`src/rtl/timer_defines.svh`:
```
`ifndef TIMER_DEFINES_SVH
`define TIMER_DEFINES_SVH

// Register addresses on the CPU data space
`define A_TMC1 16'hFF43
`define A_TMC0 16'hFF6B
`define A_TCL1 16'hFF8C
`define A_TCL0 16'hFF8B
`define A_CNT0 16'hFF16
`define A_CNT1 16'hFF1F
`define A_CMP0 16'hFF17
`define A_CMP1 16'hFF41

// Mode-control bit positions
`define RUN_BIT  7
`define MODE_BIT 6
`define PSET_HI  3
`define PSET_LO  2
`define INV_BIT  1
`define GATE_BIT 0

// Stored and readable bits of the mode-control register
`define TMC_KEEP 8'hC3
`define PSET_NONE 2'h0
`define PSET_ZERO 2'h1
`define PSET_ONE  2'h2

// Count-clock codes
`define CS_FALL 3'h0
`define CS_RISE 3'h1
`define CS_FX   3'h2
`define CS_FX2  3'h3
`define CS_TA   3'h4
`define CS_TB   3'h5
`define CS_TC   3'h6
`define CS_TD   3'h7

// Prescaler tap exponents per channel
`define TAP0_A 2
`define TAP0_B 6
`define TAP0_C 8
`define TAP0_D 13
`define TAP1_A 4
`define TAP1_B 6
`define TAP1_C 8
`define TAP1_D 12

// Prescaler counter width and tap count
`define PRE_W  13
`define TAP_N  14

// Reset values and limits
`define TMC_RST   8'h00
`define TCL_RST   3'h0
`define CNT_RST   8'h00
`define CMP_RST   8'h00
`define CNT_MAX   8'hFF
`define BYTE_ZERO 8'h00
`define NCH       2

`endif

```
`src/rtl/timer_pkg.sv`:
```
`include "timer_defines.svh"

package timer_pkg;

  typedef logic [7:0]  byte_t;
  typedef logic [15:0] addr_t;
  typedef logic [2:0]  bsel_t;
  typedef logic [`NCH-1:0] chan_t;

  typedef struct packed {
    logic [`PRE_W-1:0] cnt;
  } presc_s;

  typedef struct packed {
    chan_t prev;
    chan_t rise;
    chan_t fall;
  } edge_s;

  typedef struct packed {
    logic [`NCH-1:0][2:0] tcl;
    logic [`NCH-1:0][7:0] tmc;
    logic [`NCH-1:0][7:0] cnt;
    logic [`NCH-1:0][7:0] cmp;
    chan_t                outff;
    chan_t                pwmff;
    chan_t                pin;
    chan_t                irq;
    byte_t                rdata;
    logic                 rd_ack;
  } core_s;

endpackage : timer_pkg

```
`src/rtl/timer_taps_if.sv`:
```
`timescale 1ns/1ps
`include "timer_defines.svh"

interface timer_taps_if;
  logic [`TAP_N-1:0] tick;
  logic [`NCH-1:0]   ev_rise;
  logic [`NCH-1:0]   ev_fall;

  modport presc    (output tick);
  modport edge_det (output ev_rise, output ev_fall);
  modport core     (input tick, input ev_rise, input ev_fall);
endinterface : timer_taps_if

```
`src/rtl/count_prescaler.sv`:
```
`timescale 1ns/1ps
`include "timer_defines.svh"

module count_prescaler (
  // Clock and reset
  input wire logic clk_sys,
  input wire logic sys_rst,
  // Tap pulses
  timer_taps_if.presc taps
);
  import timer_pkg::*;

  presc_s s_q;
  presc_s s_d;

  always_comb begin
    s_d     = s_q;
    s_d.cnt = s_q.cnt + `PRE_W'(1);
  end

  // Tap k pulses once every 2^k cycles of the main clock
  always_comb begin
    taps.tick[0] = 1'b1;
    for (int k = 1; k < `TAP_N; k++) begin
      taps.tick[k] = (s_q.cnt & ((`PRE_W'(1) << k) - `PRE_W'(1))) ==
                     ((`PRE_W'(1) << k) - `PRE_W'(1));
    end
  end

  always_ff @(posedge clk_sys) begin
    if (sys_rst) begin
      s_q <= '0;
    end else begin
      s_q <= s_d;
    end
  end

endmodule : count_prescaler

```
`src/rtl/event_edge_detect.sv`:
```
`timescale 1ns/1ps

module event_edge_detect (
  // Clock and reset
  input wire logic           clk_sys,
  input wire logic           sys_rst,
  // Event input pins
  input wire timer_pkg::chan_t event_input_pin,
  // Edge pulses
  timer_taps_if.edge_det     taps
);
  import timer_pkg::*;

  edge_s s_q;
  edge_s s_d;

  always_comb begin
    s_d      = s_q;
    s_d.prev = event_input_pin;
    s_d.rise = event_input_pin & ~s_q.prev;
    s_d.fall = ~event_input_pin & s_q.prev;
  end

  assign taps.ev_rise = s_q.rise;
  assign taps.ev_fall = s_q.fall;

  always_ff @(posedge clk_sys) begin
    if (sys_rst) begin
      s_q <= '0;
    end else begin
      s_q <= s_d;
    end
  end

endmodule : event_edge_detect

```
`src/rtl/eight_bit_timer_control_regs.sv`:
```
// How it works
// - Codes 000..011 pick event falling, event rising, main clock, main clock/2.
// - Channel 0 codes 100..111 pick main clock over 4, 64, 256, 8192.
// - Channel 1 codes 100..111 pick main clock over 16, 64, 256, 4096.
// - Reset clears both clock-select registers, choosing event falling edge.
// - Clock-select registers take only byte writes; bit writes are ignored.
// - Run bit set counts; cleared it zeroes and holds the counter.
// - Mode bit: 0 clear on compare match, 1 free-running PWM.
// - Preset bits 3:2 written 01 clear, 10 set the output flip-flop.
// - Bit 1 enables toggling outside PWM, picks active-low in PWM.
// - Bit 0 gates the output pin; cleared the pin stays low.
// - Preset bits are write-only and read back as zero.
// - Presets act only when the channel is not in PWM mode.
// - In PWM mode a cleared run bit makes the output inactive.
// - Mode, preset, level and gate bits reach the pin regardless of run.
// - Counter steps on each selected count tick and is read-only.
// - Outside PWM, a counter match with compare raises the match request.
// - In PWM, overflow makes output active, compare match makes it inactive.
`timescale 1ns/1ps
`include "timer_defines.svh"

module eight_bit_timer_control_regs (
  // Clock and reset
  input  wire logic              clk_sys,
  input  wire logic              sys_rst,
  // CPU register access
  input  wire timer_pkg::addr_t  cpu_addr,
  input  wire logic              cpu_wr,
  input  wire timer_pkg::byte_t  cpu_wdata,
  input  wire logic              cpu_bit_wr,
  input  wire timer_pkg::bsel_t  cpu_bit_sel,
  input  wire logic              cpu_bit_val,
  input  wire logic              cpu_rd,
  output timer_pkg::byte_t       cpu_rdata,
  output logic                   cpu_rd_ack,
  // Board pins
  input  wire timer_pkg::chan_t  event_input_pin,
  output timer_pkg::chan_t       timer_output_pin,
  // Match interrupt requests
  output timer_pkg::chan_t       match_irq
);
  import timer_pkg::*;

  timer_taps_if taps ();

  count_prescaler u_presc (
    .clk_sys (clk_sys),
    .sys_rst (sys_rst),
    .taps    (taps)
  );

  event_edge_detect u_edge (
    .clk_sys         (clk_sys),
    .sys_rst         (sys_rst),
    .event_input_pin (event_input_pin),
    .taps            (taps)
  );

  core_s s_q;
  core_s s_d;

  // Picks the count enable for one channel from its clock code
  function automatic logic sel_tick(
    input logic              ch,
    input logic [2:0]        code,
    input logic [`TAP_N-1:0] t,
    input logic              rise,
    input logic              fall
  );
    logic r;
    r = 1'b0;
    case (code)
      `CS_FALL: r = fall;
      `CS_RISE: r = rise;
      `CS_FX:   r = t[0];
      `CS_FX2:  r = t[1];
      // channel 0 taps, channel 1 taps
      `CS_TA:   r = ch ? t[`TAP1_A] : t[`TAP0_A];
      `CS_TB:   r = ch ? t[`TAP1_B] : t[`TAP0_B];
      `CS_TC:   r = ch ? t[`TAP1_C] : t[`TAP0_C];
      `CS_TD:   r = ch ? t[`TAP1_D] : t[`TAP0_D];
      default:  r = 1'b0;
    endcase
    return r;
  endfunction : sel_tick

  // Byte that a write places in a mode-control register
  function automatic logic [7:0] tmc_write(
    input logic [7:0] cur,
    input logic       bit_wr,
    input logic [2:0] sel,
    input logic       val,
    input logic [7:0] wdata
  );
    logic [7:0] v;
    v = cur & `TMC_KEEP;
    if (bit_wr) begin
      v[sel] = val;
    end else begin
      v = wdata;
    end
    return v;
  endfunction : tmc_write

  logic [`NCH-1:0] tcl_hit;
  logic [`NCH-1:0] tmc_hit;
  logic [`NCH-1:0] cmp_hit;
  logic [`NCH-1:0] cnt_hit;
  logic            any_wr;

  always_comb begin
    tcl_hit = {cpu_addr == `A_TCL1, cpu_addr == `A_TCL0};
    tmc_hit = {cpu_addr == `A_TMC1, cpu_addr == `A_TMC0};
    cmp_hit = {cpu_addr == `A_CMP1, cpu_addr == `A_CMP0};
    cnt_hit = {cpu_addr == `A_CNT1, cpu_addr == `A_CNT0};
    any_wr  = cpu_wr | cpu_bit_wr;
  end

  always_comb begin
    logic       run;
    logic       pwm;
    logic       inv;
    logic       gate;
    logic       tick;
    logic       act;
    logic [7:0] nxt;
    logic [7:0] wv;
    s_d        = s_q;
    run        = 1'b0;
    pwm        = 1'b0;
    inv        = 1'b0;
    gate       = 1'b0;
    tick       = 1'b0;
    act        = 1'b0;
    nxt        = `CNT_RST;
    wv         = `TMC_RST;
    s_d.irq    = '0;
    s_d.rd_ack = 1'b0;

    for (int ch = 0; ch < `NCH; ch++) begin
      run  = s_q.tmc[ch][`RUN_BIT];
      pwm  = s_q.tmc[ch][`MODE_BIT];
      inv  = s_q.tmc[ch][`INV_BIT];
      tick = sel_tick(ch[0], s_q.tcl[ch], taps.tick, taps.ev_rise[ch], taps.ev_fall[ch]);
      nxt  = s_q.cnt[ch] + 8'h01;

      if (!run) begin
        s_d.cnt[ch] = `CNT_RST;
        // PWM output falls inactive when stopped
        s_d.pwmff[ch] = 1'b0;
      end else if (tick) begin
        if (!pwm) begin
          // clear and restart on compare match
          if (s_q.cnt[ch] == s_q.cmp[ch]) begin
            s_d.cnt[ch] = `CNT_RST;
            s_d.irq[ch] = 1'b1;
            if (inv) begin
              s_d.outff[ch] = ~s_q.outff[ch];
            end
          end else begin
            s_d.cnt[ch] = nxt;
          end
        end else begin
          s_d.cnt[ch] = nxt;
          // match ends, overflow starts the active phase
          if (nxt == s_q.cmp[ch]) begin
            s_d.pwmff[ch] = 1'b0;
          end else if (s_q.cnt[ch] == `CNT_MAX) begin
            s_d.pwmff[ch] = 1'b1;
          end
        end
      end

      // clock select takes byte writes only
      if (cpu_wr && tcl_hit[ch]) begin
        s_d.tcl[ch] = cpu_wdata[2:0];
      end

      if (cpu_wr && cmp_hit[ch]) begin
        s_d.cmp[ch] = cpu_wdata;
      end

      // bit and byte writes to mode control
      if (any_wr && tmc_hit[ch]) begin
        wv = tmc_write(s_q.tmc[ch], cpu_bit_wr, cpu_bit_sel, cpu_bit_val, cpu_wdata);
        s_d.tmc[ch] = wv & `TMC_KEEP;
        if (!wv[`MODE_BIT]) begin
          // preset codes, 11 leaves the flip-flop alone
          case (wv[`PSET_HI:`PSET_LO])
            `PSET_ZERO: s_d.outff[ch] = 1'b0;
            `PSET_ONE:  s_d.outff[ch] = 1'b1;
            default:    s_d.outff[ch] = s_d.outff[ch];
          endcase
        end
        if (!wv[`RUN_BIT]) begin
          s_d.pwmff[ch] = 1'b0;
        end
      end

      // pin follows the new settings whatever the run bit
      pwm  = s_d.tmc[ch][`MODE_BIT];
      inv  = s_d.tmc[ch][`INV_BIT];
      gate = s_d.tmc[ch][`GATE_BIT];
      act  = s_d.pwmff[ch] & s_d.tmc[ch][`RUN_BIT];
      if (!gate) begin
        s_d.pin[ch] = 1'b0;
      end else if (pwm) begin
        s_d.pin[ch] = inv ? ~act : act;
      end else begin
        s_d.pin[ch] = s_d.outff[ch];
      end
    end

    // Reads answer one cycle later; unmapped addresses read zero
    if (cpu_rd) begin
      s_d.rd_ack = 1'b1;
      s_d.rdata  = `BYTE_ZERO;
      for (int ch = 0; ch < `NCH; ch++) begin
        if (tcl_hit[ch]) begin
          s_d.rdata = {5'h00, s_q.tcl[ch]};
        end
        if (tmc_hit[ch]) begin
          s_d.rdata = s_q.tmc[ch] & `TMC_KEEP;
        end
        if (cmp_hit[ch]) begin
          s_d.rdata = s_q.cmp[ch];
        end
        if (cnt_hit[ch]) begin
          s_d.rdata = s_q.cnt[ch];
        end
      end
    end
  end

  always_ff @(posedge clk_sys) begin
    if (sys_rst) begin
      // clock select cleared, mode control cleared
      s_q.tcl    <= {`NCH{`TCL_RST}};
      s_q.tmc    <= {`NCH{`TMC_RST}};
      s_q.cnt    <= {`NCH{`CNT_RST}};
      s_q.cmp    <= {`NCH{`CMP_RST}};
      s_q.outff  <= '0;
      s_q.pwmff  <= '0;
      s_q.pin    <= '0;
      s_q.irq    <= '0;
      s_q.rdata  <= `BYTE_ZERO;
      s_q.rd_ack <= 1'b0;
    end else begin
      s_q <= s_d;
    end
  end

  assign cpu_rdata        = s_q.rdata;
  assign cpu_rd_ack       = s_q.rd_ack;
  assign timer_output_pin = s_q.pin;
  assign match_irq        = s_q.irq;

endmodule : eight_bit_timer_control_regs

```
`config.mk`:
```
export PLATFORM = sky130hd
export DESIGN_NAME = eight_bit_timer_control_regs
export DESIGN_NICKNAME = d
export VERILOG_FILES = /design/src/rtl/timer_pkg.sv /design/src/rtl/timer_taps_if.sv /design/src/rtl/count_prescaler.sv /design/src/rtl/event_edge_detect.sv /design/src/rtl/eight_bit_timer_control_regs.sv
export VERILOG_INCLUDE_DIRS = /design/src /design/src/rtl
export SDC_FILE = /design/constraint.sdc
export NUM_CORES = 1
export LEC_CHECK = 0
export ABC_AREA = 1
export ABC_CLOCK_PERIOD_IN_PS = 2850
export CAP_MARGIN = 25
export CELL_PAD_IN_SITES_DETAIL_PLACEMENT = 1
export CELL_PAD_IN_SITES_GLOBAL_PLACEMENT = 1
export CORE_MARGIN = 10
export CORE_UTILIZATION = 34
export DETAILED_ROUTE_END_ITERATION = 8
export DONT_BUFFER_PORTS = 1
export PLACE_DENSITY = 0.74
export SLEW_MARGIN = 30
export SYNTH_ARGS = -nofsm -noshare
export SYNTH_HDL_FRONTEND = slang
export SYNTH_SLANG_ARGS = --single-unit
```
`constraint.sdc`:
```
create_clock -name clk_sys -period 2.85 [get_ports clk_sys]
set_input_delay 0 -clock clk_sys [delete_from_list [all_inputs] [get_ports clk_sys]]
set_output_delay 0 -clock clk_sys [all_outputs]
set_load 0.1 [all_outputs]
```
== Yosys cells after proc, flatten, opt, wreduce, memory -nomap -nowiden ==
Cells that the tools add are included.
Operators by class
  bitwise logic cells: 17
  equal/unequal tests: 38
  add/sub/neg operators: 3
  magnitude comparators: 2
  multiplexer cells: 61
  reduce and logical (&&, ||, !) cells: 15
Operators by type and width (count)
  $mux 8: 17
  $eq 16x16->1 const B: 8
  $mux 1: 36
  $eq 8x8->1: 4
  $eq 3x3->1 const B: 8
  $eq 8x8->1 const B: 3
  $add 8x1->8 const B: 2
  $bwmux 8: 2
  $pmux 1 s8: 2
  $add 13x1->13 const B: 1
  $eq 13x13->1 const B: 1
  $eq 12x12->1 const B: 1
  $eq 3x2->1 const B: 4
  $not 1->1: 10
  $reduce_or 2->1: 4
  $reduce_or 4->1: 2
  $logic_and 1x1->1: 7
  $eq 2x2->1 const B: 3
  $eq 3x1->1 const B: 2
  $eq 6x6->1 const B: 1
  $logic_not 3->1: 2
  $and 2x2->2: 2
  $eq 2x1->1 const B: 2
  $eq 4x4->1 const B: 1
  8 further kinds: 11
Storage, ports and cells
  bits of input ports: 35
  output and inout bits: 13
  word-level logic and storage cells: 156
  flip-flop bits (word level): 82

== Longest topological paths before layout ==
  depth after elaboration: 13
  depth in mapped cells: 16
  mapped depth without buffers: 16

== Hierarchy ==
A second synthesis with hierarchy kept.
Second synthesis, totals
  cell total of the unflattened synthesis: 833
  area, all modules: 5165.0 µm²
By module, submodules not included
  eight_bit_timer_control_regs: area an instance 4291.6 µm², sequential area each 1261.2 µm², instances 1, cells an instance 715
  count_prescaler: area an instance 676.9 µm², sequential area each 260.2 µm², instances 1, cells an instance 97
  event_edge_detect: area an instance 196.4 µm², sequential area each 120.1 µm², instances 1, cells an instance 21

== Worst setup path before layout ==
No wires, ideal clock.
  kind: register to register
  from: reg u_presc.s_q[0] in the netlist's numbering
  to: reg s_q, in the netlist timer_output_pin[1]
  setup time: 0.112 ns
  period minus slack after synthesis: 1.749 ns
  data required time: 2.738 ns
  arrival: 1.637 ns
  slack: 1.101 ns
  stages on the path, launching flop included: 15
  path buffers: 0
  cells stage by stage: dfxtp_1 -> ha_1 -> nand2_2 -> nor2_4 -> nand3_2 -> nor2_4 -> nor2_1 -> nor2_4 -> nand2_1 -> nand2_1 -> nand3_1 -> nand2_1 -> nand2_1 -> nand2_1 -> nor2_1
On the way
  longest elaborated chain between the ends: 10
  elaborated cells on any way between the ends: 18
  classes of those cells: 4 x eq/ne; 12 x mux; 2 x bitwise
RTL lines
  from (decl): RTL line count_prescaler.sv:13  | presc_s s_q;
  from (signal assigned): RTL line count_prescaler.sv:32  | s_q <= '0;
  from (signal assigned): RTL line count_prescaler.sv:34  | s_q <= s_d;
  $eq 12x12->1 (tied with other cells): RTL line count_prescaler.sv:25  | taps.tick[k] = (s_q.cnt & ((`PRE_W'(1) << k) - `PRE_W'(1))) ==
  $pmux 1 s8 (*): RTL line eight_bit_timer_control_regs.sv:72  | case (code)
  $mux 1: RTL line eight_bit_timer_control_regs.sv:151  | end else if (tick) begin
  $mux 1: RTL line eight_bit_timer_control_regs.sv:147  | if (!run) begin
  $mux 1: RTL line eight_bit_timer_control_regs.sv:195  | if (!wv[`RUN_BIT]) begin
  $mux 1: RTL line eight_bit_timer_control_regs.sv:184  | if (any_wr && tmc_hit[ch]) begin
  $and 1x1->1: RTL line eight_bit_timer_control_regs.sv:204  | act = s_d.pwmff[ch] & s_d.tmc[ch][`RUN_BIT];
  $not 1->1: RTL line eight_bit_timer_control_regs.sv:208  | s_d.pin[ch] = inv ? ~act : act;
  $mux 1: RTL line eight_bit_timer_control_regs.sv:208
  $mux 1 (*): RTL line eight_bit_timer_control_regs.sv:207  | end else if (pwm) begin
  to (decl): RTL line eight_bit_timer_control_regs.sv:59  | core_s s_q;
Every way passes the cells marked *; elsewhere a longest branch is shown, timed or not.
A chain may end at the register's enable or synchronous reset.

== Worst setup path in the final report ==
  from: in cpu_addr[9]
  to: reg s_q[65] in the netlist's numbering
On the way
  longest elaborated chain between the ends: 2
RTL lines
  from (decl): RTL line eight_bit_timer_control_regs.sv:27  | input wire timer_pkg::addr_t cpu_addr,
  $eq 16x16->1 (no line)
  $logic_and 1x1->1: RTL line eight_bit_timer_control_regs.sv:175  | if (cpu_wr && tcl_hit[ch]) begin
Every way passes these cells.

==> run summary <==
status -> finished, final reports clean
final wirelength -> 16.4 mm
number of synthesized flops with an enable pin -> 0
Final GP Congestion -> 0.914
final cell count without fillers -> 989
initial antenna violation count -> 0
net load switching power -> 0.597 mW
# resized after CTS -> 0
clk_skew -> 0.00909 ns
DRC violations left -> 0
CP Cell Sequence -> nand2_1 -> nor2_1 -> inv_1 -> nor2_4 -> nand2_1 -> nor2_1 -> nand2_1 -> nor2_1 -> dlygate4sd3_1 -> a211oi_1 -> dlygate4sd3_1
placed cell areas -> 5200 um^2
Fill cells -> 1889
WHS Path Cells -> 4
Hold Crit Class -> primary input to register
area leader, netlist -> dfxtp_1
# diodes -> 0
Worst Path Max Fanout -> 16
Overflow after GRT -> 0
final period utilization -> 0.783
R2R depth -> 13
Synth area leaders -> dfxtp_1 (32%), nand2_1 (15%), nor2_1 (7.7%)
vias in the first global route -> 5111
Async S/R FF share, synth -> 0
internal power -> 1.97 mW
drt initial violations -> 318
Top Family by Delay on Critical Path -> simple AND/OR/NAND/NOR gates
DIE HEIGHT -> 142 um
R2R Setup Slk -> 0.68 ns
synthesized cell area -> 5070 um^2
DP HPWL -> 12.6 mm
CTS H-tree lvls -> 3
Final Hold Fails -> 0
Detail Route Antenna Nets -> 0
CTS Hold Bufs -> 19
worst-margin pin slew -> 0.969 ns
reg-to-reg endpoint -> timer_output_pin[0]
area of the multi-input gates -> 2870 um^2
Initial Util -> 0.347
P_leak -> 2.25 nW
area of the core -> 14600 um^2
critical path launch point type -> primary input
VDD IR max -> 366 uV
register area share after synthesis -> 0.324
post-CTS setup buffer count -> 0
Yosys top cell area share -> 0.324
Logic pwr share -> 0.049
Routed WL per cell -> 16.6 um
CTS root buffer -> clkbuf_16
Pwr Density -> 448 nW/um^2
routed vias -> 5090
port bufs -> 0
Bufs on Longest Clock Path -> 2
Max Freq -> 448 MHz
critical path's slowest cell -> dlygate4sd3_1
CP Depth -> 11
Buf+Inv Stages, Crit Path -> 3
setup TNS -> 0 ns
I/O pin cnt -> 48
Slew Limit Fails -> 0
Reg clk slew, reported paths -> 0.07 ns
max cap viols -> 0
minimum hold slack -> 0.0178 ns
Yosys reg bits -> 82
Sw Ratio -> 0.233
first-pass GRT wire length -> 27.0 mm
Worst Hold End -> s_q[63]
clock latency on the worst-skew pair -> 0.35 ns
warnings from Yosys -> 0
area grow syn2layout -> 12.9%
Nets -> 839
Worst Hold Launch -> cpu_bit_wr
CTS tree -> built
TritonCTS Buffers -> 9
Sequential Area -> 1640 um^2
total track usage -> 0.166
Top FF cell, synth -> dfxtp_1
RSZ-0062 raised after global routing -> no
post-route cell area -> 5720 um^2
Avg Cell Area, Syn -> 6.43 um^2
post-synthesis instance total -> 788
Seq pwr share -> 0.454
Die Wd -> 142 um
Slew HR -> 0.353
FF-to-FF Start -> u_presc.s_q[0]
data required time of the worst path -> 3.08 ns
Final min period -> 2.23 ns
placed cells -> 954
Num Clock Sinks -> 82
Vias/cell -> 5.15
largest net degree at the start of global routing -> 46
synth unique cells -> 48
arrival time worst endpoint -> 2.46 ns
share of layout cells above drive strength 1 -> 0.0795
critical path type -> primary input to register
drt pass-1 iters -> 4
FP Rows -> 44
Die ar. -> 20200 um^2
part of the power in the clock network -> 0.497
CP Capture Type -> register
Crit path largest cell delay -> 0.57 ns
Post-Syn Nets -> 827
final setup vio count -> 0
## final cells by class
| type | instances | share of cell area |
|---|---|---|
| flip-flops and latches | 82 | 0.287 |
| clock buffers | 10 | 0.0400 |
| multi-input cells | 577 | 0.502 |
| repair buffers | 29 | 0.0481 |
| clock inverters | 6 | 0.0157 |
| inverters | 101 | 0.0665 |
| well taps | 184 | 0.0402 |
## through the flow
step / setup WS (ns) / power [mW] / utilization
floorplan: 1.10 / 1.27 / -
global placement: 0.755 / 1.28 / 0.357
detailed placement: 0.691 / 1.28 / 0.357
CTS: 0.645 / 2.60 / 0.392
global route: 0.355 / 2.66 / 0.392
finish: 0.619 / 2.56 / 0.392
## routing by layer
metal	track usage	part of all wire
met3	0.0467	0.048
met2	0.269	0.47
met5	0	0
met1	0.211	0.47
met4	0.0420	0.013
## worst max path at each step
stage          slack, ns           start                  end
5_1_grt             0.35  u_presc.s_q[0]  timer_output_pin[0]
4_1_cts             0.65     cpu_addr[9]              s_q[65]
2_1_floorplan       1.10  u_presc.s_q[0]  timer_output_pin[1]
3_5_place_dp        0.69  u_presc.s_q[0]  timer_output_pin[0]
6_report            0.62     cpu_addr[9]              s_q[65]
3_3_place_gp        0.76  u_presc.s_q[0]  timer_output_pin[0]
## logic make-up (layout without fill, tap and decap cells)
logic type | Yosys count | count (layout) | synth area share
fa+ha+maj | 4 | 4 | 0.00988
xor+xnor | 4 | 4 | 0.00691
buf+inv | 129 | 146 | 0.109
compound gates | 149 | 149 | 0.175
flops | 82 | 82 | 0.324
simple gates | 420 | 420 | 0.376
## cells in the final DEF, fill, tap and decap left out, types with 4 or more instances in the layout
cell type / count
a32oi_1: 4
nand2_2: 7
nor3_1: 19
nor2_1: 104
a211oi_1: 15
o21ai_0: 45
nand2_1: 196
dlygate4sd3_1: 18
dfxtp_1: 82
o21ai_1: 7
ha_1: 4
nor2_4: 9
nand3_1: 51
nor2_2: 5
nand4_1: 16
inv_1: 95
a21oi_1: 58
clkbuf_16: 9
buf_4: 10
## state kept, by name, summed over array words and instances (netlist names)
signal               flops
cpu_rd_ack               1
cpu_rdata                8
match_irq                2
s_q                     50
timer_output_pin         2
u_edge.s_q               2
u_edge.taps.ev_fall      2
u_edge.taps.ev_rise      2
u_presc.s_q             13
## cell usage after synthesis, types with 3 or more instances
cell type and instances:
nand2_1 196, nor2_1 104, inv_1 95, dfxtp_1 82
a21oi_1 58, nand3_1 51, o21ai_0 45, nor3_1 19
nand4_1 16, a211oi_1 15, buf_4 15, nor2_4 9
clkbuf_1 7, nand2_2 7, o21ai_1 7, nor2_2 5
a32oi_1 4, ha_1 4, buf_1 3, clkinv_1 3
nand3_2 3, nand3b_1 3, o221ai_1 3, o31ai_1 3
xnor2_1 3
## worst reg2reg max path, cell delays in order, from the launching register on
cell and delay, ns:
dfxtp_1 0.39, ha_1 0.24, nand2_2 0.10, nor2_4 0.22, nand2_2 0.12, o21ai_1 0.14
nand3_1 0.07, nand2_1 0.17, buf_4 0.22, nand3_1 0.13, nand4_1 0.10, nand2_1 0.06
nor2_1 0.08, nor2_1 0.05
## power by group through the flow
stage	combinational, mW	clock (mW)	sequential [mW]
after floorplan	0.0785	0	1.19
after detailed placement	0.0908	0	1.19
after global routing	0.140	1.36	1.16
after CTS	0.125	1.31	1.16
after global placement	0.0899	0	1.19
final	0.125	1.27	1.16
Note: power is estimated with default switching activity, not from simulation.
